## config.mk

```make
export PLATFORM = sky130hd
export DESIGN_NAME = robot_dedicated_io_control
export DESIGN_NICKNAME = d
export VERILOG_FILES = /design/src/logic/robot_io_pkg.sv /design/src/logic/edge_rise.sv /design/src/logic/robot_dedicated_io_control.sv
export VERILOG_INCLUDE_DIRS = /design/src /design/src/logic
export SDC_FILE = /design/constraint.sdc
export NUM_CORES = 1
export LEC_CHECK = 0
export BUFFER_PORTS_ARGS = -buffer_cell sky130_fd_sc_hd__clkbuf_2
export CORE_MARGIN = 5
export CORE_UTILIZATION = 32
export CTS_CLUSTER_DIAMETER = 40
export DETAILED_ROUTE_END_ITERATION = 8
export PLACE_DENSITY = 0.59
export REMOVE_ABC_BUFFERS = 1
export SETUP_SLACK_MARGIN = 0.3
export SYNTH_ARGS = -nofsm -noshare
export SYNTH_HDL_FRONTEND = slang
export SYNTH_SLANG_ARGS = --single-unit
```

## constraint.sdc

```tcl
create_clock -name ref_clk -period 10.5 [get_ports ref_clk]
set_input_delay 1.575 -clock ref_clk [delete_from_list [all_inputs] [get_ports ref_clk]]
set_output_delay 1.575 -clock ref_clk [all_outputs]
set_load 0.02 [all_outputs]
```

## src/logic/robot_io_defines.svh

```systemverilog
// Constants for the dedicated remote-control input/output block.
`ifndef ROBOT_IO_DEFINES_SVH
`define ROBOT_IO_DEFINES_SVH
`define RIO_IDX_W 5
`define RIO_STOP_IDX 5'h00
`define RIO_CNT_W 8
`define RIO_CLK_PERIOD_NS 10
`define RIO_POWERUP_TIME_NS 1000
`define RIO_POWERUP_CYCLES ((`RIO_POWERUP_TIME_NS + `RIO_CLK_PERIOD_NS - 1) / `RIO_CLK_PERIOD_NS)
`define RIO_NUM_STATUS 15
`define RIO_E_START 0
`define RIO_E_PROGRESET 1
`define RIO_E_ERRCLEAR 2
`define RIO_E_CYCLE 3
`define RIO_E_SERVOON 4
`define RIO_E_LOCK 5
`define RIO_E_EVASION 6
`define RIO_E_NUM 7
`endif

```

## src/logic/robot_io_pkg.sv

```systemverilog
// Types shared by the dedicated remote-control input/output block.
`include "robot_io_defines.svh"
package robot_io_pkg;
	typedef logic [`RIO_IDX_W-1:0] sigIdx_t;
	typedef enum logic [1:0] {MODE_TEACH, MODE_AUTO, MODE_REMOTE} mode_t;
	typedef enum logic [1:0] {SLOT_IDLE, SLOT_RUN, SLOT_CYCLE, SLOT_WAIT} slot_t;
	typedef struct packed {
		sigIdx_t secondStop;
		sigIdx_t automaticEnable;
		sigIdx_t servoDisable;
		sigIdx_t operationRights;
		sigIdx_t start;
		sigIdx_t programReset;
		sigIdx_t errorClear;
		sigIdx_t cycleStop;
		sigIdx_t servoPowerOn;
		sigIdx_t machineLock;
		sigIdx_t evasionPointReturn;
	} inMap_t;
	typedef logic [`RIO_NUM_STATUS-1:0][`RIO_IDX_W-1:0] outMap_t;
	typedef struct packed {
		logic teachingModeOut;
		logic automaticModeOut;
		logic remoteModeOut;
		logic powerOnCompleteOut;
		logic automaticEnableOut;
		logic operatingOut;
		logic waitOut;
		logic programSelectOut;
		logic errorOut;
		logic cycleStopOut;
		logic servoDisableOut;
		logic servoOnOut;
		logic operationRightsOut;
		logic machineLockOut;
		logic evasionReturnOut;
	} status_t;
endpackage

```

## src/logic/edge_rise.sv

```systemverilog
// Rising-edge detector for event-type command inputs.
`timescale 1ns/10ps
module edge_rise #(
	parameter int W = 1
) (
	// Clock and reset
	input wire logic ref_clk,
	input wire logic arst_n,
	// Levels in, one-cycle pulses out
	input wire logic [W-1:0] level,
	output logic [W-1:0] rise
);
	typedef struct packed {
		logic [W-1:0] prev;
	} edgeState_t;
	edgeState_t st_ff;
	edgeState_t nxt_st;

	if (W < 1)
	begin : g_chk
		$error("edge_rise: W must be at least 1");
	end

	always_comb
	begin
		nxt_st = st_ff;
		nxt_st.prev = level;
	end

	always_ff @(posedge ref_clk or negedge arst_n)
	begin
		if (!arst_n)
			st_ff <= '0;
		else
			st_ff <= nxt_st;
	end

	// An input already active when reset ends reads as a fresh edge once.
	assign rise = level & ~st_ff.prev;
endmodule

```

## src/logic/robot_dedicated_io_control.sv

```systemverilog
// Dedicated remote-control input/output logic of the robot controller.
`timescale 1ns/10ps
`include "robot_io_defines.svh"
module robot_dedicated_io_control #(
	parameter int NUM_IN = 32,
	parameter int NUM_OUT = 32,
	parameter int NUM_MECH = 1,
	parameter int POWERUP_CYCLES = `RIO_POWERUP_CYCLES
) (
	// Clock and reset
	input wire logic ref_clk,
	input wire logic arst_n,
	// Signal number assignment
	input wire robot_io_pkg::inMap_t inMap,
	input wire robot_io_pkg::outMap_t outMap,
	// Controller core
	input wire robot_io_pkg::mode_t modeSel,
	input wire logic progDone,
	input wire logic errEvent,
	input wire logic evasionDone,
	input wire logic [NUM_MECH-1:0] servoTrip,
	// External dedicated signals
	input wire logic [NUM_IN-1:0] extIn,
	output logic [NUM_OUT-1:0] extOut,
	// Named status
	output robot_io_pkg::status_t status
);
	import robot_io_pkg::*;

	typedef struct packed {
		logic [`RIO_CNT_W-1:0] upCnt;
		logic ready;
		slot_t slot;
		logic error;
		logic [NUM_MECH-1:0] servo;
		logic lock;
		logic evasion;
		status_t stat;
		logic [NUM_OUT-1:0] outVec;
	} state_t;

	state_t st_ff;
	state_t nxt_st;
	logic [`RIO_E_NUM-1:0] evIn;
	logic [`RIO_E_NUM-1:0] evRise;
	logic stopAny;
	logic autoEn;
	logic servoDis;
	logic rights;
	logic cmdOk;
	logic startOk;

	if (NUM_IN < 1 || NUM_IN > (1 << `RIO_IDX_W) || NUM_OUT < 1 || NUM_OUT > (1 << `RIO_IDX_W))
	begin : g_chkWidth
		$error("signal counts do not fit the signal number width");
	end
	if (NUM_MECH < 1)
	begin : g_chkMech
		$error("at least one mechanism is needed");
	end
	if (POWERUP_CYCLES < 1 || POWERUP_CYCLES >= (1 << `RIO_CNT_W))
	begin : g_chkUp
		$error("power-up count does not fit its counter");
	end

	// Unassigned numbers beyond the input count read as inactive.
	function automatic logic pick(input logic [NUM_IN-1:0] v, input sigIdx_t i);
		pick = (int'(i) < NUM_IN) ? v[i] : 1'b0;
	endfunction

	function automatic logic [NUM_OUT-1:0] mapOut(input outMap_t m, input logic [`RIO_NUM_STATUS-1:0] s);
		mapOut = '0;
		for (int k = 0; k < `RIO_NUM_STATUS; k++)
		begin
			if (s[k] && int'(m[k]) < NUM_OUT)
				mapOut[m[k]] = 1'b1;
		end
	endfunction

	always_comb
	begin
		evIn = '0;
		evIn[`RIO_E_START] = pick(extIn, inMap.start);
		evIn[`RIO_E_PROGRESET] = pick(extIn, inMap.programReset);
		evIn[`RIO_E_ERRCLEAR] = pick(extIn, inMap.errorClear);
		evIn[`RIO_E_CYCLE] = pick(extIn, inMap.cycleStop);
		evIn[`RIO_E_SERVOON] = pick(extIn, inMap.servoPowerOn);
		evIn[`RIO_E_LOCK] = pick(extIn, inMap.machineLock);
		evIn[`RIO_E_EVASION] = pick(extIn, inMap.evasionPointReturn);
	end

	// Edges are taken after mapping, so changing a number while its input is high looks like an edge.
	edge_rise #(
		.W(`RIO_E_NUM)
	) u_edge (
		.ref_clk(ref_clk),
		.arst_n(arst_n),
		.level(evIn),
		.rise(evRise)
	);

	// The primary stop cannot be moved away from input number 0.
	assign stopAny = extIn[`RIO_STOP_IDX] | pick(extIn, inMap.secondStop);
	assign autoEn = st_ff.ready & pick(extIn, inMap.automaticEnable);
	assign servoDis = pick(extIn, inMap.servoDisable);
	assign rights = st_ff.ready & pick(extIn, inMap.operationRights);
	assign cmdOk = rights;
	assign startOk = evRise[`RIO_E_START] & cmdOk & autoEn & (modeSel == MODE_REMOTE) & ~stopAny & ~st_ff.error;

	always_comb
	begin
		nxt_st = st_ff;
		if (!st_ff.ready)
		begin
			nxt_st.upCnt = st_ff.upCnt + 1'b1;
			nxt_st.ready = (st_ff.upCnt == `RIO_CNT_W'(POWERUP_CYCLES - 1));
		end
		case (st_ff.slot)
			SLOT_IDLE:
			begin
				if (startOk)
					nxt_st.slot = SLOT_RUN;
			end
			SLOT_RUN:
			begin
				if (stopAny)
					nxt_st.slot = SLOT_WAIT;
				else if (st_ff.error || progDone)
					nxt_st.slot = SLOT_IDLE;
				else if (evRise[`RIO_E_CYCLE] && cmdOk)
					nxt_st.slot = SLOT_CYCLE;
			end
			SLOT_CYCLE:
			begin
				if (stopAny)
					nxt_st.slot = SLOT_WAIT;
				else if (st_ff.error || progDone)
					nxt_st.slot = SLOT_IDLE;
			end
			SLOT_WAIT:
			begin
				if (evRise[`RIO_E_PROGRESET] && cmdOk)
					nxt_st.slot = SLOT_IDLE;
				else if (startOk)
					nxt_st.slot = SLOT_RUN;
			end
			default:
			begin
				nxt_st.slot = SLOT_IDLE;
			end
		endcase
		// A new error in the clearing cycle survives the clear.
		nxt_st.error = errEvent | (st_ff.error & ~(evRise[`RIO_E_ERRCLEAR] & cmdOk));
		if (servoDis)
			nxt_st.servo = '0;
		else if (evRise[`RIO_E_SERVOON] && cmdOk)
			nxt_st.servo = '1;
		nxt_st.servo = nxt_st.servo & ~servoTrip;
		// The lock only changes while no program runs.
		if (evRise[`RIO_E_LOCK] && cmdOk && st_ff.slot != SLOT_RUN && st_ff.slot != SLOT_CYCLE)
			nxt_st.lock = ~st_ff.lock;
		if (evasionDone || stopAny || servoDis || st_ff.error)
			nxt_st.evasion = 1'b0;
		else if (evRise[`RIO_E_EVASION] && cmdOk && (|st_ff.servo) && st_ff.slot != SLOT_RUN
			&& st_ff.slot != SLOT_CYCLE)
			nxt_st.evasion = 1'b1;
		nxt_st.stat.teachingModeOut = (modeSel == MODE_TEACH);
		nxt_st.stat.automaticModeOut = (modeSel != MODE_TEACH);
		nxt_st.stat.remoteModeOut = (modeSel == MODE_REMOTE);
		nxt_st.stat.powerOnCompleteOut = nxt_st.ready;
		nxt_st.stat.automaticEnableOut = autoEn;
		nxt_st.stat.operatingOut = (nxt_st.slot == SLOT_RUN) || (nxt_st.slot == SLOT_CYCLE);
		nxt_st.stat.waitOut = (nxt_st.slot == SLOT_WAIT);
		nxt_st.stat.programSelectOut = (nxt_st.slot == SLOT_IDLE);
		nxt_st.stat.errorOut = nxt_st.error;
		nxt_st.stat.cycleStopOut = (nxt_st.slot == SLOT_CYCLE);
		nxt_st.stat.servoDisableOut = servoDis;
		nxt_st.stat.servoOnOut = |nxt_st.servo;
		nxt_st.stat.operationRightsOut = rights;
		nxt_st.stat.machineLockOut = nxt_st.lock;
		nxt_st.stat.evasionReturnOut = nxt_st.evasion;
		nxt_st.outVec = mapOut(outMap, nxt_st.stat);
	end

	always_ff @(posedge ref_clk or negedge arst_n)
	begin
		if (!arst_n)
			st_ff <= '0;
		else
			st_ff <= nxt_st;
	end

	assign status = st_ff.stat;
	assign extOut = st_ff.outVec;
endmodule

```

==> flow_summary.json, run 1 <==
{
  "critPathCaptureType": "flip-flop",
  "initial_core_util_pct": 32.2,
  "synth.top_cells.by_area": "sky130_fd_sc_hd__dfrtp_1, sky130_fd_sc_hd__mux2i_1, sky130_fd_sc_hd__mux4_2",
  "post_cts_buffers": 0,
  "ctsLongestPathBuffers": 2,
  "final_common_cell": "sky130_fd_sc_hd__clkbuf_2",
  "final_cell_mix": "sky130_fd_sc_hd__clkbuf_2, sky130_fd_sc_hd__mux2i_1, sky130_fd_sc_hd__nand2_1",
  "count_of_flip_flops_with_a_built_in_enable_after_synthesis": 0,
  "synth_flop_cell": "sky130_fd_sc_hd__dfrtp_1",
  "timing.hold.ws_ns": 0.467,
  "track_usage_pct": 23.1,
  "leakage_nw": 4.46,
  "hold_path_origin": "st_ff[60]",
  "synth.yosys.seq_area_share_pct": 16.4,
  "yosys_register_bits": 64,
  "hold_viol_final": 0,
  "grt_overflow_total": 0,
  "num_rows": 64,
  "timing.final.crit_share_pct": 58.3,
  "cts_hold_repair.buffers": 0,
  "ctsHtreeMaxLevel": 3,
  "timing.setup.critical_path_class": "in -> reg",
  "post-synth-top-area-cell": "sky130_fd_sc_hd__dfrtp_1",
  "avgViaCountPerCell": 6.35,
  "critPathMaxFanout": 14,
  "worst_slew_margin_rel_pct": 19.2,
  "die_area_sq_um": 34200,
  "status": "complete, no violations",
  "timing.critical_path.from": "inMap[46]",
  "setup.reg_to_reg.worst_slack_ns": 5.99,
  "finalCriticalPeriod_ns": 6.12,
  "layout-area-overhead-vs-synth_pct": 12.2,
  "antenna_violating_nets_post_route": 0,
  "critical_path.reg2reg.endpoint": "extOut[26]",
  "hp-class": "reg -> reg",
  "finalWeightedCongestion": 1.00,
  "synth_cell_type_count": 68,
  "tritoncts": "built",
  "vdd_ir_drop_max_v": 0.0000774,
  "worstHoldPathCells": 1,
  "vias_in_the_first_global_route": 10500,
  "clk-insertion-delay-late_ns": 0.35,
  "cts-buffers-inserted": 9,
  "grt_antenna_before_repair": 4,
  "core_region_area_sq_um": 30400,
  "cts.reportedPaths.clkPinSlew_ns": 0.06,
  "worst-endpoint-required_ns": 10.70,
  "worst_pin_slew_ns": 1.21,
  "synth_top_cell_area_share_pct": 16.4,
  "slew_viol_final": 0,
  "wire_per_inst_microns": 23.6,
  "timing.critical_path.arrival_ns": 6.32,
  "drt_wl_total_mm": 41.4,
  "number_of_resized_instances_in_the_post_cts_repair_step": 0,
  "cts-root-buf": "sky130_fd_sc_hd__clkbuf_16",
  "port-buffer-count": 216,
  "mappedNetlistArea_sq_um": 9790,
  "syn_area_per_cell_sq_um": 7.75,
  "report.final.setup_viol": 0,
  "clock.fmax_mhz": 163,
  "cellPowerDensity_nw_per_um2": 104,
  "num_vias": 11200,
  "die_x_extent_microns": 185,
  "first_iter_violations": 1407,
  "estimated_wirelength_of_the_detail_placed_design_mm": 31.6,
  "cts_num_sinks": 64,
  "dr.pass1.iters": 9,
  "critical_path.startpoint_type": "primary input",
  "drive_gt1_share_pct": 20.6,
  "syn-instance-count": 1263,
  "worst_clock_skew_on_the_final_layout_ns": 0.00805,
  "num-nets-final": 1528,
  "holdPathEnd": "st_ff[60]",
  "maxCapViolations": 0,
  "timing.setup.tns_ns": 0,
  "worst_r2r_startpoint": "status[11]",
  "detail_route.drc_violations": 0,
  "yosysWarnings": 0,
  "dpl.cell_count": 1739,
  "layoutNonFillerInstCount": 1758,
  "asyncSetResetFlopFracSynth_pct": 100,
  "wire_length_of_the_first_global_routing_pass_mm": 62.4,
  "rsz0062_at_grt": "false",
  "rr_worst_depth": 15,
  "grt_max_degree": 65,
  "io-pin-count": 217,
  "die-height_microns": 185
}
worst max-delay path, stage by stage:
cell,delay (ns)
sky130_fd_sc_hd__clkbuf_2,0.34
sky130_fd_sc_hd__mux2i_1,0.14
sky130_fd_sc_hd__mux4_2,0.49
sky130_fd_sc_hd__a221oi_1,0.25
sky130_fd_sc_hd__nand3_1,0.36
sky130_fd_sc_hd__nor2_1,0.24
sky130_fd_sc_hd__a311oi_1,0.14
sky130_fd_sc_hd__or4_1,0.58
sky130_fd_sc_hd__ha_1,0.31
sky130_fd_sc_hd__nor2b_1,0.20
sky130_fd_sc_hd__nand3_1,0.15
sky130_fd_sc_hd__o22ai_1,0.10
sky130_fd_sc_hd__nor4_1,0.38
sky130_fd_sc_hd__o21ai_0,0.20
sky130_fd_sc_hd__a221o_1,0.34
sky130_fd_sc_hd__a2111oi_1,0.30
sky130_fd_sc_hd__o221ai_1,0.19
how the worst max path moves through the flow:
| stage | end | slack (ns) | cells after the start |
|---|---|---|---|
| after global placement | extOut[26] | 4.21 | 17 |
| after floorplan | extOut[26] | 5.37 | 16 |
| after CTS | extOut[26] | 4.49 | 17 |
| after global routing | extOut[26] | 4.10 | 17 |
| final | extOut[26] | 4.38 | 17 |
| after detailed placement | extOut[26] | 4.15 | 17 |
through the flow:
step           utilization [%]  setup WS [ns]  power (mW)  instance area, sq um
2_1_floorplan                -           5.37       0.562                  9030
3_3_place_gp              34.9           4.21       0.772                 10600
3_5_place_dp              34.9           4.15       0.778                 10600
4_1_cts                   36.1           4.49        1.14                 11000
5_1_grt                   36.1           4.10        1.21                 11000
6_report                  36.1           4.38        1.15                 11000
report_power, final:
part           internal, mW  switching, mW
registers             0.278         0.0146
logic                 0.176          0.318
clock network         0.240          0.122
logic make-up after synthesis:
kind of cell               after synthesis  share of synthesized area [%]
xor gates and xnor gates                 9                          0.805
and+or+nand+nor                        495                           27.4
AOI/OAI and AO/OA                      359                           25.7
DFF                                     64                           16.4
adders and majority gates                4                          0.511
muxes                                  176                           20.7
buffers and inverters                  156                           8.44
final cells by class:
cell class / instances / area, sq um
well taps: 396 / 495
flip-flops and latches: 64 / 1600
fillers: 3194 / 19400
clock buffers: 10 / 239
diodes: 3 / 7.51
repair buffers: 217 / 1090
multi-input cells: 1043 / 7360
inverters: 19 / 73.8
clock inverters: 6 / 115
layer usage:
metal | vias up | global-route usage, % | part of all wire [%]
met5 | - | 0 | 0.031
met4 | 2 | 8.98 | 4.2
met3 | 147 | 6.19 | 10
met2 | 720 | 34.7 | 43
met1 | 5247 | 31.6 | 42
li1 | 5046 | - | -
flip-flops by register name, indices dropped and copies added (netlist names):
register      count
extOut           32
status           15
st_ff            10
u_edge.st_ff      7
synthesized netlist by cell type (5+ instances only):
| master | count |
|---|---|
| sky130_fd_sc_hd__and3b_1 | 8 |
| sky130_fd_sc_hd__or3_1 | 8 |
| sky130_fd_sc_hd__o22ai_1 | 72 |
| sky130_fd_sc_hd__nor2b_1 | 36 |
| sky130_fd_sc_hd__nand2_1 | 112 |
| sky130_fd_sc_hd__mux4_2 | 21 |
| sky130_fd_sc_hd__inv_1 | 17 |
| sky130_fd_sc_hd__a221o_1 | 6 |
| sky130_fd_sc_hd__mux2i_1 | 152 |
| sky130_fd_sc_hd__and3_1 | 9 |
| sky130_fd_sc_hd__clkbuf_1 | 61 |
| sky130_fd_sc_hd__nor3b_1 | 31 |
| sky130_fd_sc_hd__nand4_1 | 5 |
| sky130_fd_sc_hd__nor2_1 | 87 |
| sky130_fd_sc_hd__a22oi_1 | 54 |
| sky130_fd_sc_hd__or2_2 | 8 |
| sky130_fd_sc_hd__nor3_1 | 23 |
| sky130_fd_sc_hd__nand2b_1 | 23 |
| sky130_fd_sc_hd__nand4b_1 | 8 |
| sky130_fd_sc_hd__a221oi_1 | 13 |
| sky130_fd_sc_hd__buf_2 | 21 |
| sky130_fd_sc_hd__o221ai_1 | 36 |
| sky130_fd_sc_hd__buf_4 | 48 |
| sky130_fd_sc_hd__nand3_1 | 62 |
| sky130_fd_sc_hd__and2_1 | 9 |
| sky130_fd_sc_hd__o21ai_0 | 14 |
| sky130_fd_sc_hd__nor4_1 | 6 |
| sky130_fd_sc_hd__xnor2_1 | 5 |
| sky130_fd_sc_hd__o211ai_1 | 28 |
| sky130_fd_sc_hd__o2111ai_1 | 12 |
| sky130_fd_sc_hd__a211oi_1 | 16 |
| sky130_fd_sc_hd__a21oi_1 | 79 |
| sky130_fd_sc_hd__dfrtp_1 | 64 |
| sky130_fd_sc_hd__nand3b_1 | 37 |
| sky130_fd_sc_hd__or3b_2 | 8 |
(Power assumes the default switching activity.)
==> run 2, diff against run 1 <==
--- a/config.mk
+++ b/config.mk
@@ -11,7 +11,7 @@
 export CORE_UTILIZATION = 32
 export CTS_CLUSTER_DIAMETER = 40
 export DETAILED_ROUTE_END_ITERATION = 8
-export PLACE_DENSITY = 0.59
+export PLACE_DENSITY = 0.61
 export REMOVE_ABC_BUFFERS = 1
 export SETUP_SLACK_MARGIN = 0.3
 export SYNTH_ARGS = -nofsm -noshare
==> constraint.sdc (replaced) <==
create_clock -name ref_clk -period 5.15 [get_ports ref_clk]
set_input_delay 0.7725 -clock ref_clk [delete_from_list [all_inputs] [get_ports ref_clk]]
set_output_delay 0.7725 -clock ref_clk [all_outputs]
set_load 0.02 [all_outputs]
==> run 2 against run 1 <==
Compared with the run above: register-to-register slack worse by 4.9 ns; hold slack better by 0.00094 ns; sequential cell count unchanged; wire length is 7.1% higher; setup slack worse by 4.0 ns; die area unchanged; non-clock buffer count increased by 79; global-route usage increased by 1.4 points; critical path type unchanged; largest power group unchanged; highest routed layer unchanged.
==> flow_summary.json, run 2 (synthesized netlist as in run 1, its figures left out) <==
{
  "num_vias": 11500,
  "vias_in_the_first_global_route": 10900,
  "detail_route.drc_violations": 0,
  "timing.setup.tns_ns": 0,
  "io-pin-count": 217,
  "cts_num_sinks": 64,
  "wire_length_of_the_first_global_routing_pass_mm": 65.6,
  "num_rows": 64,
  "finalWeightedCongestion": 0.996,
  "grt_antenna_before_repair": 6,
  "vdd_ir_drop_max_v": 0.000184,
  "setup.reg_to_reg.worst_slack_ns": 1.06,
  "timing.critical_path.cells": "clkbuf_2 -> buf_12 -> mux2i_1 -> mux4_2 -> a221oi_4 -> nand2_4 -> buf_4 -> or3_1 -> nor2b_1 -> a21o_1 -> ha_1 -> nor2_1 -> nand3_2 -> o22ai_1 -> nor4_2 -> o21ai_0 -> a221o_1 -> a2111oi_4 -> o221ai_1",
  "largest_reg_flops": 32,
  "track_usage_pct": 24.5,
  "layoutNonFillerInstCount": 1841,
  "netSwitchingFraction_pct": 41.7,
  "worst-endpoint-required_ns": 5.34,
  "critPathSlowestCell": "sky130_fd_sc_hd__mux4_2",
  "dr.pass1.iters": 6,
  "register_area_sq_um": 1600,
  "dpl.cell_count": 1816,
  "ctsLongestPathBuffers": 2,
  "total_switching_power_mw": 0.991,
  "wire_length_on_met1_mm": 19.3,
  "final_cell_mix": "sky130_fd_sc_hd__clkbuf_2, sky130_fd_sc_hd__mux2i_1, sky130_fd_sc_hd__nand2_1",
  "critPathMaxFanout": 16,
  "slew_viol_final": 0,
  "worst_slew_margin_rel_pct": 12.0,
  "maxCapViolations": 0,
  "worst_pin_slew_ns": 1.31,
  "clock.fmax_mhz": 210,
  "num-nets-final": 1607,
  "timing.final.crit_share_pct": 92.4,
  "cts-root-buf": "sky130_fd_sc_hd__clkbuf_16",
  "estimated_wirelength_of_the_detail_placed_design_mm": 34.8,
  "report.final.setup_viol": 0,
  "die_area_sq_um": 34200,
  "timing.critical_path.arrival_ns": 4.96,
  "drt_wl_total_mm": 44.4,
  "critPathCaptureType": "flip-flop",
  "final_design_area_no_fill_sq_um": 11800,
  "met2RoutedLength_mm": 19.3,
  "power.share.combinational_pct": 47.8,
  "dr_wl_met3_mm": 3.93,
  "cp_slowest_stage_delay_ns": 0.51,
  "first_iter_violations": 1504,
  "leakage_nw": 4.89,
  "crit_family": "compound AO/OA/AOI/OAI gates",
  "worst_clock_skew_on_the_final_layout_ns": 0.0123,
  "fillers": 3154,
  "rsz0062_at_grt": "true",
  "critical_path.startpoint_type": "primary input",
  "top_layer_used": "met5",
  "hold_viol_final": 0,
  "clk-insertion-delay-late_ns": 0.34,
  "cellPowerDensity_nw_per_um2": 202,
  "finalCriticalPeriod_ns": 4.76,
  "ctsHtreeMaxLevel": 3,
  "pwr-share-clk_pct": 27.1,
  "share_seq_of_total_power_pct": 25.1,
  "buffering_stage_count_on_the_worst_path_with_inverters_included": 3,
  "avgViaCountPerCell": 6.27,
  "antenna_violating_nets_post_route": 0,
  "postPlaceCellArea_sq_um": 11300,
  "cts.reportedPaths.clkPinSlew_ns": 0.07,
  "port-buffer-count": 216,
  "drive_gt1_share_pct": 27.0,
  "die_x_extent_microns": 185,
  "timing.setup.critical_path_class": "in -> reg",
  "power_report.internal_total_mw": 1.38,
  "grt_max_degree": 43,
  "cts-buffers-inserted": 9,
  "layout-area-overhead-vs-synth_pct": 20.2,
  "die-height_microns": 185,
  "multiInputGateArea_sq_um": 7530,
  "wire_per_inst_microns": 24.1,
  "hp-class": "reg -> reg",
  "core_region_area_sq_um": 30400,
  "grt_overflow_total": 0,
  "final_common_cell": "sky130_fd_sc_hd__clkbuf_2",
  "initial_core_util_pct": 32.2,
  "tritoncts": "built",
  "status": "complete, no violations"
}
## run 2: cell types whose count changed in the layout (fill, tap and decap cells not counted), sizes merged
cell,previous run,this run
clkbuf,225,224
bufinv,3,1
diode,3,7
inv,19,20
clkinvlp,1,2
clkinv,2,3
buf,2,81
## run 2: layout make-up
type	count	share of cell area (%)
flip-flops and latches	64	13.6
inverters	19	0.627
clock inverters	7	0.680
diodes	7	0.149
well taps	396	4.21
repair buffers	296	14.9
clock buffers	9	1.91
multi-input cells	1043	64.0
## run 2: final timing paths
check	from	endpoint	depth (start not counted)
worst max-delay path	inMap[36]	extOut[26]	19
max in group asynchronous	arst_n	status[9]	2
worst min register to register	st_ff[61]	st_ff[61]	1
worst min-delay path	st_ff[61]	st_ff[61]	1
worst max register to register	status[11]	extOut[26]	15
min in group asynchronous	arst_n	extOut[7]	1
## run 2: through the flow
step | total power, mW | hold slack (ns) | setup WS [ns] | util (%)
finish | 2.37 | 0.468 | 0.389 | 38.7
global route | 2.48 | 0.488 | 0.139 | 38.7
CTS | 2.31 | 0.469 | 0.342 | 38.0
detailed placement | 1.67 | 0.457 | -0.233 | 37.0
global placement | 1.67 | 0.456 | -0.173 | 37.0
floorplan | 1.15 | 0.442 | 0.821 | -
## run 2: power by group through the flow
stage               Clock, mW  Sequential (mW)  Combinational [mW]
finish                  0.642            0.597                1.14
global route            0.671            0.603                1.21
CTS                     0.642            0.595                1.08
detailed placement          0            0.603                1.07
global placement            0            0.604                1.07
floorplan                   0            0.660               0.487
## run 2: per-layer routing
metal	GRT usage (%)	vias up
met3	4.60	128
met4	8.93	2
met1	34.8	5519
li1	-	5207
met2	37.1	692
met5	0	-
## run 2: what timing repair did
action	CTS	global route
gates resized for setup	2	33
endpoints found under the setup margin	1	28
cloned	0	0
hold buffers	0	0
pin swaps	0	5
buffers inserted	0	2
